File: config.mk
export PLATFORM = sky130hd
export DESIGN_NAME = ssp_sideband
export DESIGN_NICKNAME = d
export VERILOG_FILES = /design/src/verilog/ssp_pkg.sv /design/src/verilog/ssp_sideband.sv
export SDC_FILE = /design/constraint.sdc
export NUM_CORES = 1
export LEC_CHECK = 0
export BUFFER_PORTS_ARGS = -buffer_cell sky130_fd_sc_hd__buf_2
export CORE_MARGIN = 10
export CORE_UTILIZATION = 50
export CTS_CLUSTER_DIAMETER = 150
export DETAILED_ROUTE_END_ITERATION = 10
export PLACE_DENSITY = 0.88
export SLEW_MARGIN = 10
export SYNTH_ARGS = -nofsm -noshare
export SYNTH_HDL_FRONTEND = slang
export SYNTH_SLANG_ARGS = --single-unit
File: constraint.sdc
create_clock -name pclk -period 2.7 [get_ports pclk]
set_clock_uncertainty 0.15 [all_clocks]
set_input_delay 0.54 -clock pclk [delete_from_list [all_inputs] [get_ports pclk]]
set_output_delay 0.54 -clock pclk [all_outputs]
set_load 0.03 [all_outputs]
File: src/verilog/ssp_pkg.sv
// constants and types for the scsi sideband pin control block
package ssp_pkg;

   // ==========================================================
   // clock and timing
   localparam int unsigned PCLK_PERIOD_NS = 40;
   localparam int unsigned ID_CLK_PERIOD_NS = 50;
   // least period rounds up to whole cycles
   localparam int unsigned ID_CLK_CYCLES =
      (ID_CLK_PERIOD_NS + PCLK_PERIOD_NS - 1) / PCLK_PERIOD_NS;
   localparam int unsigned ID_CLK_HALF_RAW = ID_CLK_CYCLES / 2;
   localparam int unsigned ID_CLK_HALF =
      (ID_CLK_HALF_RAW < 1) ? 1 : ID_CLK_HALF_RAW;
   localparam logic [3:0] ID_HALF_LAST = 4'(ID_CLK_HALF - 1);

   // ==========================================================
   // serial id load
   localparam int unsigned ID_BITS = 32;
   localparam logic [5:0] ID_LAST_CLK = 6'(ID_BITS - 1);
   // fourth shift clock, counted from zero
   localparam logic [5:0] RAM_SAMPLE_CLK = 6'h03;
   // arbitrary neutral default identifiers
   localparam logic [15:0] DEFAULT_SUBSYS_ID = 16'h0001;
   localparam logic [15:0] DEFAULT_SUBVEND_ID = 16'h0001;

   // ==========================================================
   // register offsets
   localparam logic [7:0] OFF_BLOCK_CTL = 8'h00;
   localparam logic [7:0] OFF_DEV_CFG = 8'h04;
   localparam logic [7:0] OFF_XFER_CTL1 = 8'h08;
   localparam logic [7:0] OFF_CHIP_CTL = 8'h0C;
   localparam logic [7:0] OFF_SERIAL_ID = 8'h10;

   // ==========================================================
   // field positions
   localparam int unsigned BC_LED_DRIVE = 0;
   localparam int unsigned BC_WIDE_PRESENT = 1;
   localparam int unsigned BC_EXPANDER = 2;
   localparam int unsigned BC_HVD_PRESENT = 3;
   localparam int unsigned BC_ACTIVITY = 4;
   localparam int unsigned BC_RUN_IND = 5;
   localparam int unsigned DC_TERM_POL = 0;
   localparam int unsigned DC_MPORT_MODE = 1;
   localparam int unsigned DC_ID_BUSY = 2;
   localparam int unsigned XC_TERM_EN = 0;
   localparam int unsigned CC_SOFT_RST = 0;

   // ==========================================================
   // reset values
   localparam logic RST_LED_DRIVE = 1'b0;
   localparam logic RST_TERM_POL = 1'b0;
   localparam logic RST_TERM_EN = 1'b0;
   localparam logic RST_MPORT_MODE = 1'b0;
   // sideband sync order: ram, wide, hvd, expander (pulled-up ones high)
   localparam logic [3:0] RST_SB_SYNC = 4'hE;
   localparam int unsigned SB_EXPANDER = 0;
   localparam int unsigned SB_HVD = 1;
   localparam int unsigned SB_WIDE = 2;
   localparam int unsigned SB_RAM = 3;

   typedef enum {
      SSP_ID_LOAD,
      SSP_RUN
   } ssp_state_t;

endpackage : ssp_pkg

File: src/verilog/ssp_sideband.sv
// scsi sideband pin control: status inputs, activity indicator, term power
//
// Register access over APB and the placing of the registers were decided locally.
`timescale 1ns/100ps
module ssp_sideband
   import ssp_pkg::*;
(
   input wire logic pclk,
   input wire logic presetn,
   input wire logic psel,
   input wire logic penable,
   input wire logic pwrite,
   input wire logic [7:0] paddr,
   input wire logic [31:0] pwdata,
   output logic [31:0] prdata,
   output logic pready,
   output logic pslverr,
   input wire logic expander_active_in,
   input wire logic hvd_transceiver_present_n,
   input wire logic wide_cable_present_n,
   input wire logic ram_present_n,
   input wire logic serial_id_data_in,
   input wire logic selection_in_progress,
   input wire logic selected_as_target,
   input wire logic selected_as_initiator,
   input wire logic scsi_bus_free,
   output logic activity_indicator_n,
   output logic activity_indicator_oe_n,
   output logic term_power_ctl_out,
   output logic term_power_ctl_oe_n,
   output logic sideband_pullup_en,
   output logic id_load_busy,
   output logic memory_port_mode,
   output logic [15:0] subsystem_id,
   output logic [15:0] subvendor_id
);

   // ==========================================================
   // input synchronizers
   logic [3:0] sb_raw;
   logic [3:0] sb_meta_q;
   logic [3:0] sb_sync_q;

   assign sb_raw = {ram_present_n, wide_cable_present_n,
                    hvd_transceiver_present_n, expander_active_in};

   genvar gi;
   generate
      for (gi = 0; gi < 4; gi++) begin : g_sync
         always_ff @(posedge pclk or negedge presetn) begin
            if (!presetn) begin
               sb_meta_q[gi] <= RST_SB_SYNC[gi];
               sb_sync_q[gi] <= RST_SB_SYNC[gi];
            end else begin
               sb_meta_q[gi] <= sb_raw[gi];
               sb_sync_q[gi] <= sb_meta_q[gi];
            end
         end
      end
   endgenerate

   // pad pull-ups on the hvd, wide and ram inputs stay on out of reset
   always_ff @(posedge pclk or negedge presetn) begin
      if (!presetn) begin
         sideband_pullup_en <= 1'b0;
      end else begin
         sideband_pullup_en <= 1'b1;
      end
   end

   // ==========================================================
   // apb decode
   logic setup_ph;
   logic access_ph;
   logic addr_hit;
   logic wr_ok;
   logic led_drive_q;
   logic run_ind_q;
   logic activity_q;
   logic term_pol_q;
   logic term_en_q;
   logic soft_rst;
   ssp_state_t state_q;

   assign setup_ph = psel && !penable;
   assign access_ph = psel && penable;
   assign addr_hit = (paddr == OFF_BLOCK_CTL) || (paddr == OFF_DEV_CFG) ||
                     (paddr == OFF_XFER_CTL1) || (paddr == OFF_CHIP_CTL) ||
                     (paddr == OFF_SERIAL_ID);
   assign id_load_busy = (state_q == SSP_ID_LOAD);
   // zero wait states; an error answer is the retry while loading
   assign pready = access_ph;
   assign pslverr = access_ph && (id_load_busy || !addr_hit);
   assign wr_ok = access_ph && pwrite && addr_hit && !id_load_busy;
   assign soft_rst = wr_ok && (paddr == OFF_CHIP_CTL) &&
                     pwdata[CC_SOFT_RST];

   // ==========================================================
   // serial id shift-in after host-bus reset
   logic shift_clk_q;
   logic [3:0] half_cnt_q;
   logic [5:0] clk_idx_q;
   logic rise;
   logic [31:0] serial_id_q;
   logic mport_q;

   // the next toggle takes the shift clock from low to high
   assign rise = id_load_busy && !shift_clk_q && (half_cnt_q == ID_HALF_LAST);

   always_ff @(posedge pclk or negedge presetn) begin
      if (!presetn) begin
         state_q <= SSP_ID_LOAD;
         shift_clk_q <= 1'b1;
         half_cnt_q <= 4'h0;
         clk_idx_q <= 6'h00;
      end else begin
         unique case (state_q)
            SSP_ID_LOAD: begin
               if (half_cnt_q == ID_HALF_LAST) begin
                  half_cnt_q <= 4'h0;
                  shift_clk_q <= !shift_clk_q;
                  if (rise) begin
                     clk_idx_q <= clk_idx_q + 6'h01;
                     if (clk_idx_q == ID_LAST_CLK) begin
                        state_q <= SSP_RUN;
                     end
                  end
               end else begin
                  half_cnt_q <= half_cnt_q + 4'h1;
               end
            end
            SSP_RUN: begin
               shift_clk_q <= 1'b1;
            end
         endcase
      end
   end

   // bits arrive msb first, subsystem half then subvendor half
   always_ff @(posedge pclk or negedge presetn) begin
      if (!presetn) begin
         serial_id_q <= {DEFAULT_SUBSYS_ID, DEFAULT_SUBVEND_ID};
      end else if (rise) begin
         serial_id_q <= {serial_id_q[30:0], serial_id_data_in};
      end
   end

   always_ff @(posedge pclk or negedge presetn) begin
      if (!presetn) begin
         mport_q <= RST_MPORT_MODE;
      end else if (rise && (clk_idx_q == RAM_SAMPLE_CLK)) begin
         mport_q <= sb_sync_q[SB_RAM];
      end
   end

   assign subsystem_id = serial_id_q[31:16];
   assign subvendor_id = serial_id_q[15:0];
   assign memory_port_mode = mport_q;

   // ==========================================================
   // activity indicator sources
   always_ff @(posedge pclk or negedge presetn) begin
      if (!presetn) begin
         activity_q <= 1'b0;
      end else if (selection_in_progress || selected_as_target ||
                   selected_as_initiator) begin
         // a new selection wins over a bus free in the same cycle
         activity_q <= 1'b1;
      end else if (scsi_bus_free || soft_rst) begin
         activity_q <= 1'b0;
      end
   end

   always_ff @(posedge pclk or negedge presetn) begin
      if (!presetn) begin
         run_ind_q <= 1'b0;
      end else if (rise && (clk_idx_q == ID_LAST_CLK)) begin
         run_ind_q <= 1'b1;
      end else if (wr_ok && (paddr == OFF_BLOCK_CTL) &&
                   pwdata[BC_RUN_IND]) begin
         run_ind_q <= 1'b0;
      end
   end

   always_ff @(posedge pclk or negedge presetn) begin
      if (!presetn) begin
         led_drive_q <= RST_LED_DRIVE;
      end else if (wr_ok && (paddr == OFF_BLOCK_CTL)) begin
         led_drive_q <= pwdata[BC_LED_DRIVE];
      end
   end

   // registered pin; floats only during host-bus reset
   always_ff @(posedge pclk or negedge presetn) begin
      if (!presetn) begin
         activity_indicator_n <= 1'b1;
         activity_indicator_oe_n <= 1'b1;
      end else begin
         activity_indicator_oe_n <= 1'b0;
         if (id_load_busy) begin
            activity_indicator_n <= shift_clk_q;
         end else begin
            activity_indicator_n <= !(led_drive_q || activity_q ||
                                      run_ind_q);
         end
      end
   end

   // ==========================================================
   // termination power control
   always_ff @(posedge pclk or negedge presetn) begin
      if (!presetn) begin
         term_pol_q <= RST_TERM_POL;
      end else if (wr_ok && (paddr == OFF_DEV_CFG)) begin
         term_pol_q <= pwdata[DC_TERM_POL];
      end
   end

   always_ff @(posedge pclk or negedge presetn) begin
      if (!presetn) begin
         term_en_q <= RST_TERM_EN;
      end else if (soft_rst) begin
         term_en_q <= 1'b0;
      end else if (wr_ok && (paddr == OFF_XFER_CTL1)) begin
         term_en_q <= pwdata[XC_TERM_EN];
      end
   end

   // enabled drives the polarity level, disabled its complement
   always_ff @(posedge pclk or negedge presetn) begin
      if (!presetn) begin
         term_power_ctl_out <= 1'b0;
         term_power_ctl_oe_n <= 1'b1;
      end else begin
         term_power_ctl_oe_n <= 1'b0;
         if (soft_rst) begin
            term_power_ctl_out <= !term_pol_q;
         end else begin
            term_power_ctl_out <= !(term_pol_q ^ term_en_q);
         end
      end
   end

   // ==========================================================
   // read data, captured in the setup cycle so it leaves a flip-flop
   logic [31:0] rd_d;

   always_comb begin
      rd_d = 32'h0000_0000;
      unique case (paddr)
         OFF_BLOCK_CTL: begin
            rd_d[BC_LED_DRIVE] = led_drive_q;
            rd_d[BC_WIDE_PRESENT] = !sb_sync_q[SB_WIDE];
            rd_d[BC_EXPANDER] = sb_sync_q[SB_EXPANDER];
            rd_d[BC_HVD_PRESENT] = !sb_sync_q[SB_HVD];
            rd_d[BC_ACTIVITY] = activity_q;
            rd_d[BC_RUN_IND] = run_ind_q;
         end
         OFF_DEV_CFG: begin
            rd_d[DC_TERM_POL] = term_pol_q;
            rd_d[DC_MPORT_MODE] = mport_q;
            rd_d[DC_ID_BUSY] = id_load_busy;
         end
         OFF_XFER_CTL1: begin
            rd_d[XC_TERM_EN] = term_en_q;
         end
         OFF_SERIAL_ID: begin
            rd_d = serial_id_q;
         end
         default: begin
            rd_d = 32'h0000_0000;
         end
      endcase
   end

   always_ff @(posedge pclk or negedge presetn) begin
      if (!presetn) begin
         prdata <= 32'h0000_0000;
      end else if (setup_ph) begin
         prdata <= (id_load_busy || pwrite) ? 32'h0000_0000 : rd_d;
      end
   end

endmodule : ssp_sideband

==> flow_summary.toml, run 1 <==
[routing]
drtIter0Drc = 116
num_vias = 2752
wl_per_cell_um = 15.70
routed_wl_mm = 8.462
firstDrtPassIters = 4
drtAntennaViolNets = 0
drc = 0
viasPerCell = 5.106

[setup_path]
cp-start-kind = "register"
critical-path-slowest-cell = "dfrtp_1"
critPathBufInv = 1
worst-setup-path-type = "reg -> out"
max_stage_delay_ps = 500
critPathRequiredTime_ps = 2010
path_cells = "nor4b_4 -> a31oi_1 -> buf_2"
cp_top_family = "flip-flops"
cp_data_arrival_time_ps = 1540
endpoint_kind = "primary output"
cp_max_fo = 6

[cells_and_area]
nFillCells = 612
antenna_cells = 0
postLayoutCellArea_um2 = 4501
area_growth_pct = 20.22
drive_gt1_share_pct = 30.91
post-route-util_pct = 62.05
nets = 492

[die]
initial_core_util_pct = 51.61
die_h_um = 106.5
die_x_um = 106.5
design.die.area_um2 = 11350
coreArea_um2 = 7253
rows = 31
io_pins = 127

[sta]
finalCritPeriodShare_pct = 82.71
setup_viol_count_final = 0
drv_slew = 0
tns_ps = 0
max_clock_freq_ghz = 0.4478
hold_violations = 0
slew_headroom_pct = 64.32
hold_ws_ps = 125.1
fin_ws_ps = 466.9
rsz0062_at_grt = "false"
worstMarginPinSlew_ps = 533.8
final.min_clock_period_ps = 2233

[place]
place.gp.congestion = 0.8392
place_hpwl_mm = 6.208
port_buffers = 96
place_area_um2 = 4317
place_ws_ps = 443.4

[clocking]
clock-sinks = 94
clock_latency_ps = 350
cts_tree = "done"
cts_buffers = 9
clockBufferDepth = 2
cts_root_buffer = "clkbuf_8"
clk_pin_slew_worst_paths_ps = 100
cts_htree_levels = 3

[logic_synthesis]
synth_top_area_share_pct = 55.48
yosysWarnings = 0
synthFlopType = "dfrtp_1"
synth_area_leaders = "dfrtp_1 (55%), nand2_1 (12%), dfstp_2 (7.7%)"
ys_seq_area_share_pct = 63.20
yosysMostFrequentCell = "nand2_1"
synth_common_cells = "nand2_1 (115), dfrtp_1 (83), a22o_1 (29)"
syn_area_um2 = 3744
synth-edff-count = 0
synth_area_per_cell_um2 = 11.04
async_flop_share_pct = 100.0
yosysTopAreaCell = "dfrtp_1"
synthCells = 339
synth_nets = 396
synth-seq-cells = 94
yosysUniqueCellTypes = 44

[power_and_ir_drop]
peakVddDrop_mv = 0.2654
p_leak_uw = 0.002368
pwr_density_cell_nw_per_um2 = 550.0

[grt]
grt_max_degree = 50
grt_first_pass_wirelength_mm = 13.70
use_met1_pct = 17.68
grt_use_total_pct = 14.74
antenna_found_initial = 0
grt_use_met2_pct = 24.03
met3_usage_pct = 4.891
grt-ovfl-total = 0
busiest_layer = "met2"
grt_pass1_vias = 2714

[job]
maxCapViolCount = 0

[outcome]
status = "complete, no violations"

[min_path]
hold_path.class = "in -> reg"
-- path summary, 6_finish.rpt --
check,startpoint,end,slack (ps),cells past startpoint
max,state_q[0]$_DFFE_PN0P_,pslverr,470,3
min reg2reg,sb_meta_q[2]$_DFF_PN1_,sb_sync_q[2]$_DFF_PN1_,200,0
max in group asynchronous,presetn,shift_clk_q$_DFFE_PN1P_,1280,3
min in group asynchronous,presetn,half_cnt_q[3]$_DFFE_PN0N_,450,2
min,hvd_transceiver_present_n,sb_meta_q[1]$_DFF_PN1_,130,1
max reg2reg,half_cnt_q[0]$_DFFE_PN0N_,clk_idx_q[5]$_DFFE_PN0P_,510,7
-- layout make-up --
| class | count | area [µm²] | area share (%) |
|---|---|---|---|
| tap | 99 | 123.9 | 2.752 |
| inverter | 8 | 30.03 | 0.6672 |
| clock buffer | 10 | 127.6 | 2.836 |
| multi-input combinational | 219 | 1244 | 27.63 |
| timing repair buffer | 103 | 563.0 | 12.51 |
| sequential | 94 | 2366 | 52.57 |
| clock inverter | 6 | 46.29 | 1.029 |
-- logic make-up after synthesis --
kind of cell / synth area share [%]
fa+ha+maj: 1.003
other cells: 0.2006
compound gates: 10.29
xor+xnor: 1.638
mux: 2.273
buf+inv: 3.710
flops: 63.20
simple gates: 17.68
-- worst reg2reg max path, cell delays in order (launching register included) --
cell and delay, ps:
dfrtp_1 400, inv_1 100, ha_1 160, or3b_1 420, nor3_2 320, buf_12 240
nand4_1 160, xnor2_1 140
-- placed cells by master, fill, tap and decap left out, types with 4 or more instances in the layout --
master / instances
dfrtp_1: 83
buf_4: 5
inv_1: 7
xnor2_1: 6
a22o_1: 29
nor2_1: 4
o21ai_0: 6
mux2_2: 4
buf_2: 95
nand3_1: 6
mux2i_1: 4
nand4_1: 4
nand2_1: 115
clkbuf_8: 9
dfstp_2: 11
-- layer usage --
metal	routed length (µm)	share of wire, %
met1	3620	43
met2	4146	49
met3	580	6.9
met4	115	1.4
met5	0	0
-- where the power goes --
group | switching [µW] | internal, µW
combinational | 128 | 51.4
clock | 491 | 340
sequential | 24.8 | 1440
-- metrics by stage --
step	instances	power, µW
final	539	2476
after global routing	539	2571
after CTS	539	2491
after detailed placement	522	1673
after global placement	522	1668
after floorplan	339	1582
-- registers in the layout, indices dropped and copies added, names as in the netlist --
name                  cells
term_power_ctl_oe_n       1
sb_meta_q                 4
run_ind_q                 1
clk_idx_q                 6
term_en_q                 1
memory_port_mode          1
half_cnt_q                4
serial_id_q              32
shift_clk_q               1
activity_q                1
prdata                   32
led_drive_q               1
term_pol_q                1
state_q                   1
activity_indicator_n      1
sideband_pullup_en        1
term_power_ctl_out        1
sb_sync_q                 4
-- repair_timing --
item	4_1_cts	5_1_grt
endpoints found under the hold margin	11	0
endpoints found under the setup margin	0	0
hold buffers	1	0
gates resized for setup	0	0
buffers inserted	0	0
(Power assumes the default switching activity.)
==> inputs of run 2 (changes only) <==
Clock period 2.7 ns to 2.1 ns, I/O delays scaled along.
==> run 2 against run 1 <==
Against the previous run:
- sequential share of layout area shrank 1.6 points
- largest power group unchanged
- die area unchanged
- sequential cell count unchanged
- setup slack worse by 360 ps
- via count grew 4.2%
- register-to-register slack worse by 400 ps
- critical path type is now reg -> reg
- critical path depth grew 4
- power increased by 32%
- highest routed layer unchanged
- sequential power increased by 28%
- global-route usage rose by 1.1 points
==> flow_summary.toml, run 2 (same netlist as run 1, synthesis figures left out) <==
[place]
place_ws_ps = 48.88
place_hpwl_mm = 6.564
port_buffers = 96
place_area_um2 = 4382
place.gp.congestion = 0.8282

[grt]
antenna_found_initial = 0
grt_max_degree = 46
grt_use_total_pct = 15.79
grt-ovfl-total = 0
grt_first_pass_wirelength_mm = 14.72
grt_pass1_vias = 2932

[clocking]
clock_latency_ps = 360
cts_htree_levels = 3
cts_tree = "done"
cts_root_buffer = "clkbuf_8"
cts_buffers = 9
clock-sinks = 94
clockBufferDepth = 2
clk_pin_slew_worst_paths_ps = 100

[die]
coreArea_um2 = 7253
die_h_um = 106.5
die_x_um = 106.5
rows = 31
initial_core_util_pct = 51.61
design.die.area_um2 = 11350
io_pins = 127

[job]
maxCapViolCount = 0

[routing]
routed_wl_mm = 8.824
firstDrtPassIters = 4
drtAntennaViolNets = 0
drtIter0Drc = 122
drc = 0
wl_per_cell_um = 16.04
viasPerCell = 5.213
num_vias = 2867

[cells_and_area]
post-route-util_pct = 63.96
layout_common_cells = "nand2_1 (115), buf_2 (95), dfrtp_1 (83)"
nets = 503
area_growth_pct = 23.93
antenna_cells = 0
top_regs = "prdata: 32 flops, serial_id_q: 32 flops, clk_idx_q: 6 flops"
postLayoutCellArea_um2 = 4639
drive_gt1_share_pct = 32.82
final_common_cell = "nand2_1"

[setup_path]
worst-setup-path-type = "reg -> reg"
crit_cells = 7
max_stage_delay_ps = 420
rr_worst_depth = 7
cp_data_arrival_time_ps = 2080
critPathBufInv = 2
cp_max_fo = 30
critPathRequiredTime_ps = 2190
crit_top_cell = "nand2_1"
rr_startpoint = "half_cnt_q[0]$_DFFE_PN0N_"
cp-start-kind = "register"
endpoint = "serial_id_q[8]$_DFFE_PN0P_"
endpoint_kind = "register"
timing.rr.end = "serial_id_q[8]$_DFFE_PN0P_"
cp-startpoint = "half_cnt_q[0]$_DFFE_PN0N_"
path_cells = "inv_2 -> ha_1 -> or3b_4 -> or3_4 -> buf_12 -> nand2_1 -> nand2_1"
r2r_slack_ps = 110
cp_top_family = "simple AND/OR/NAND/NOR gates"
critical-path-slowest-cell = "or3b_4"

[outcome]
status = "complete, no violations"

[sta]
tns_ps = 0
hold_violations = 0
rsz0062_at_grt = "false"
hold_ws_ps = 26.84
final.min_clock_period_ps = 1992
max_clock_freq_ghz = 0.5020
fin_ws_ps = 107.9
setup_viol_count_final = 0
finalCritPeriodShare_pct = 94.86
drv_slew = 0

[power_and_ir_drop]
peakVddDrop_mv = 0.4160
p_leak_uw = 0.002435
pwr_density_cell_nw_per_um2 = 706.0

[min_path]
hold_path.class = "in -> reg"
==> run 2: cell types whose count changed in the layout (fill, tap and decap cells not counted), sizes merged <==
cell	delta
dlygate4sd3	+3
buf	+8
inv	+1
clkinv	-1
==> run 2: cell type report <==
cell class	instances	area (µm²)
Tap cell	99	123.9
Inverter	8	30.03
Multi-Input combinational cell	219	1257
Fill cell	603	2614
Timing Repair Buffer	114	669.4
Clock buffer	10	137.6
Clock inverter	6	55.05
Sequential cell	94	2366
==> run 2: report_power, final <==
part           leakage, µW  total [µW]  switching, µW  internal, µW
Combinational      0.00117         240            168          72.2
Sequential         0.00118        1880           31.9          1850
Clock            0.0000925        1150            668           484
Total              0.00243        3280            868          2410
==> run 2: worst min-delay path by stage <==
stage	start	depth (start not counted)	slack (ps)	to
4_1_cts	expander_active_in	1	10	sb_meta_q[0]$_DFF_PN0_
3_3_place_gp	sb_meta_q[0]$_DFF_PN0_	0	190	sb_sync_q[0]$_DFF_PN0_
3_5_place_dp	sb_meta_q[0]$_DFF_PN0_	0	190	sb_sync_q[0]$_DFF_PN0_
5_1_grt	expander_active_in	1	20	sb_meta_q[0]$_DFF_PN0_
2_1_floorplan	presetn	0	-30	activity_q$_DFFE_PN0P_
6_report	expander_active_in	1	30	sb_meta_q[0]$_DFF_PN0_
==> run 2: repair_timing <==
item / 4_1_cts / 5_1_grt
hold endpoints to repair: 31 / 0
buffers inserted: 0 / 1
endpoints found under the setup margin: 0 / 36
gates resized for setup: 0 / 5
hold buffers: 4 / 0
==> run 2: stage by stage <==
stage / total power, µW / instances
finish: 3275 / 550
global route: 3408 / 550
CTS: 3303 / 549
detailed placement: 2157 / 529
global placement: 2147 / 529
floorplan: 2034 / 339
==> run 2: routing by layer <==
metal,GRT usage [%],vias up,routed length (µm)
met4,6.190,0,122
met3,3.623,9,532
met1,19.05,1419,3623
met5,0,-,0
met2,26.81,85,4546
li1,-,1354,-
==> inputs of run 3 (changes only) <==
Clock period 2.1 ns to 2.2 ns, I/O delays scaled along.
==> run 3 against run 2 <==
Against the previous run:
- register-to-register slack improved by 50 ps
- utilization fell by 0.052 points
- sequential share of layout area rose by 0.068 points
- critical path depth fell by 4
- worst hold slack improved by 5.6 ps
- non-clock buffer count fell by 7
- critical path type is now reg -> out
- largest cell class unchanged
==> flow_summary.toml, run 3 (same netlist as run 1, synthesis figures left out) <==
[routing]
drtIter0Drc = 148
firstDrtPassIters = 4
m1WireLength_mm = 3.664
drc = 0
num_vias = 2815
routed_wl_mm = 8.763
viasPerCell = 5.184
wl_per_cell_um = 16.14
highest_layer = "met4"
drtAntennaViolNets = 0
wl_met3_um = 615
met2_wirelength_mm = 4.292

[setup_path]
cp_max_fo = 6
cp-start-kind = "register"
worst-setup-path-type = "reg -> out"
max_stage_delay_ps = 440
critical-path-slowest-cell = "dfrtp_2"
cp_data_arrival_time_ps = 1470
path_cells = "nor4b_4 -> a31oi_1 -> buf_2"
critPathRequiredTime_ps = 1610
r2r_slack_ps = 160
endpoint_kind = "primary output"

[sta]
final.min_clock_period_ps = 2064
tns_ps = 0
rsz0062_at_grt = "false"
worstMarginPinSlew_ps = 504.3
finalCritPeriodShare_pct = 93.82
drv_slew = 0
setup_viol_count_final = 0
max_clock_freq_ghz = 0.4845
hold_violations = 0
slew_headroom_pct = 66.30

[outcome]
status = "complete, no violations"

[power_and_ir_drop]
p_leak_uw = 0.002428
peakVddDrop_mv = 0.3672
pwr_density_cell_nw_per_um2 = 749.3

[cells_and_area]
final_common_cell = "nand2_1"
nFillCells = 604
drive_gt1_share_pct = 31.98
nets = 496
regArea_um2 = 2367
top_regs = "prdata: 32 flops, serial_id_q: 32 flops, clk_idx_q: 6 flops"
antenna_cells = 0
layout_common_cells = "nand2_1 (115), buf_2 (95), dfrtp_1 (82)"
layout.cells.non_filler = 543
multi_input_area_um2 = 1246
area_growth_pct = 23.83
postLayoutCellArea_um2 = 4636

[clocking]
clk_pin_slew_worst_paths_ps = 90
clock_latency_ps = 350
cts_root_buffer = "clkbuf_8"
clock-sinks = 94
cts_buffers = 9
cts_htree_levels = 3
cts_tree = "done"
clockBufferDepth = 2

[place]
place_area_um2 = 4359
port_buffers = 96
place_hpwl_mm = 6.382
dp.cells = 526
place.gp.congestion = 0.8095

[grt]
grt_use_total_pct = 15.28
grt_pass1_vias = 2842
grt_max_degree = 45
grt-ovfl-total = 0
antenna_found_initial = 0
grt_first_pass_wirelength_mm = 14.18

[die]
rows = 31
design.die.area_um2 = 11350
initial_core_util_pct = 51.61
die_h_um = 106.5
die_x_um = 106.5
coreArea_um2 = 7253
io_pins = 127

[job]
maxCapViolCount = 0

[min_path]
hold_path.class = "in -> reg"
-- run 3: cell types whose count changed in the layout (fill, tap and decap cells not counted), sizes merged --
| cell | before | now |
|---|---|---|
| buf | 110 | 106 |
| bufinv | 0 | 4 |
| dlygate4sd3 | 4 | 1 |
| clkinv | 3 | 1 |
| inv | 9 | 7 |
-- run 3: routing by layer --
layer	vias up	GRT usage (%)
met4	0	7.447
met3	15	4.589
met5	-	0
met2	82	25.53
li1	1340	-
met1	1378	17.53
-- run 3: power by group --
group / leakage (µW) / total [µW] / internal, µW / switching (µW)
sequential: 0.00118 / 1800 / 1770 / 29.5
combinational: 0.00113 / 224 / 64.4 / 159
clock: 0.000123 / 1450 / 870 / 583
-- run 3: path summary, 6_finish.rpt --
kind                                           start                     endpoint  cells past startpoint
max                           state_q[0]$_DFFE_PN0P_                      pslverr                      3
min                        hvd_transceiver_present_n       sb_meta_q[1]$_DFF_PN1_                      1
max reg2reg                half_cnt_q[0]$_DFFE_PN0N_  serial_id_q[11]$_DFFE_PN0P_                      7
min reg2reg                   sb_meta_q[0]$_DFF_PN0_       sb_sync_q[0]$_DFF_PN0_                      0
max in group asynchronous                    presetn   serial_id_q[0]$_DFFE_PN1P_                      3
min in group asynchronous                    presetn     clk_idx_q[5]$_DFFE_PN0P_                      2
-- run 3: metrics by stage --
| stage | hold slack, ps | setup slack, ps | power [µW] | util (%) |
|---|---|---|---|---|
| after floorplan | -5.591 | 213.7 | 1942 | - |
| after global placement | 186.3 | 135.5 | 2048 | 60.10 |
| after detailed placement | 188.6 | 87.62 | 2057 | 60.10 |
| after CTS | 19.99 | 52.87 | 3503 | 63.86 |
| after global routing | 15.65 | 37.52 | 3595 | 63.91 |
| final | 32.42 | 136.0 | 3473 | 63.91 |
-- run 3: timing repair --
action                                  in CTS  in global routing
endpoints found under the setup margin       0                  3
buffers inserted                             0                  0
hold buffers                                 1                  0
endpoints found under the hold margin       28                  0
resized for setup                            0                  2
-- run 3: area by class of cell --
type,count,area share [%]
sequential,94,51.07
inverter,8,0.6478
timing repair buffer,107,13.06
tap,99,2.672
clock inverter,6,2.915
clock buffer,10,2.753
multi-input combinational,219,26.88
-- run 3: critical path: cells and delay by family (launching register included) --
family          cells  cell delay [ps]
buf+inv             1              200
compound gates      1              140
flops               1              440
simple gates        1              350
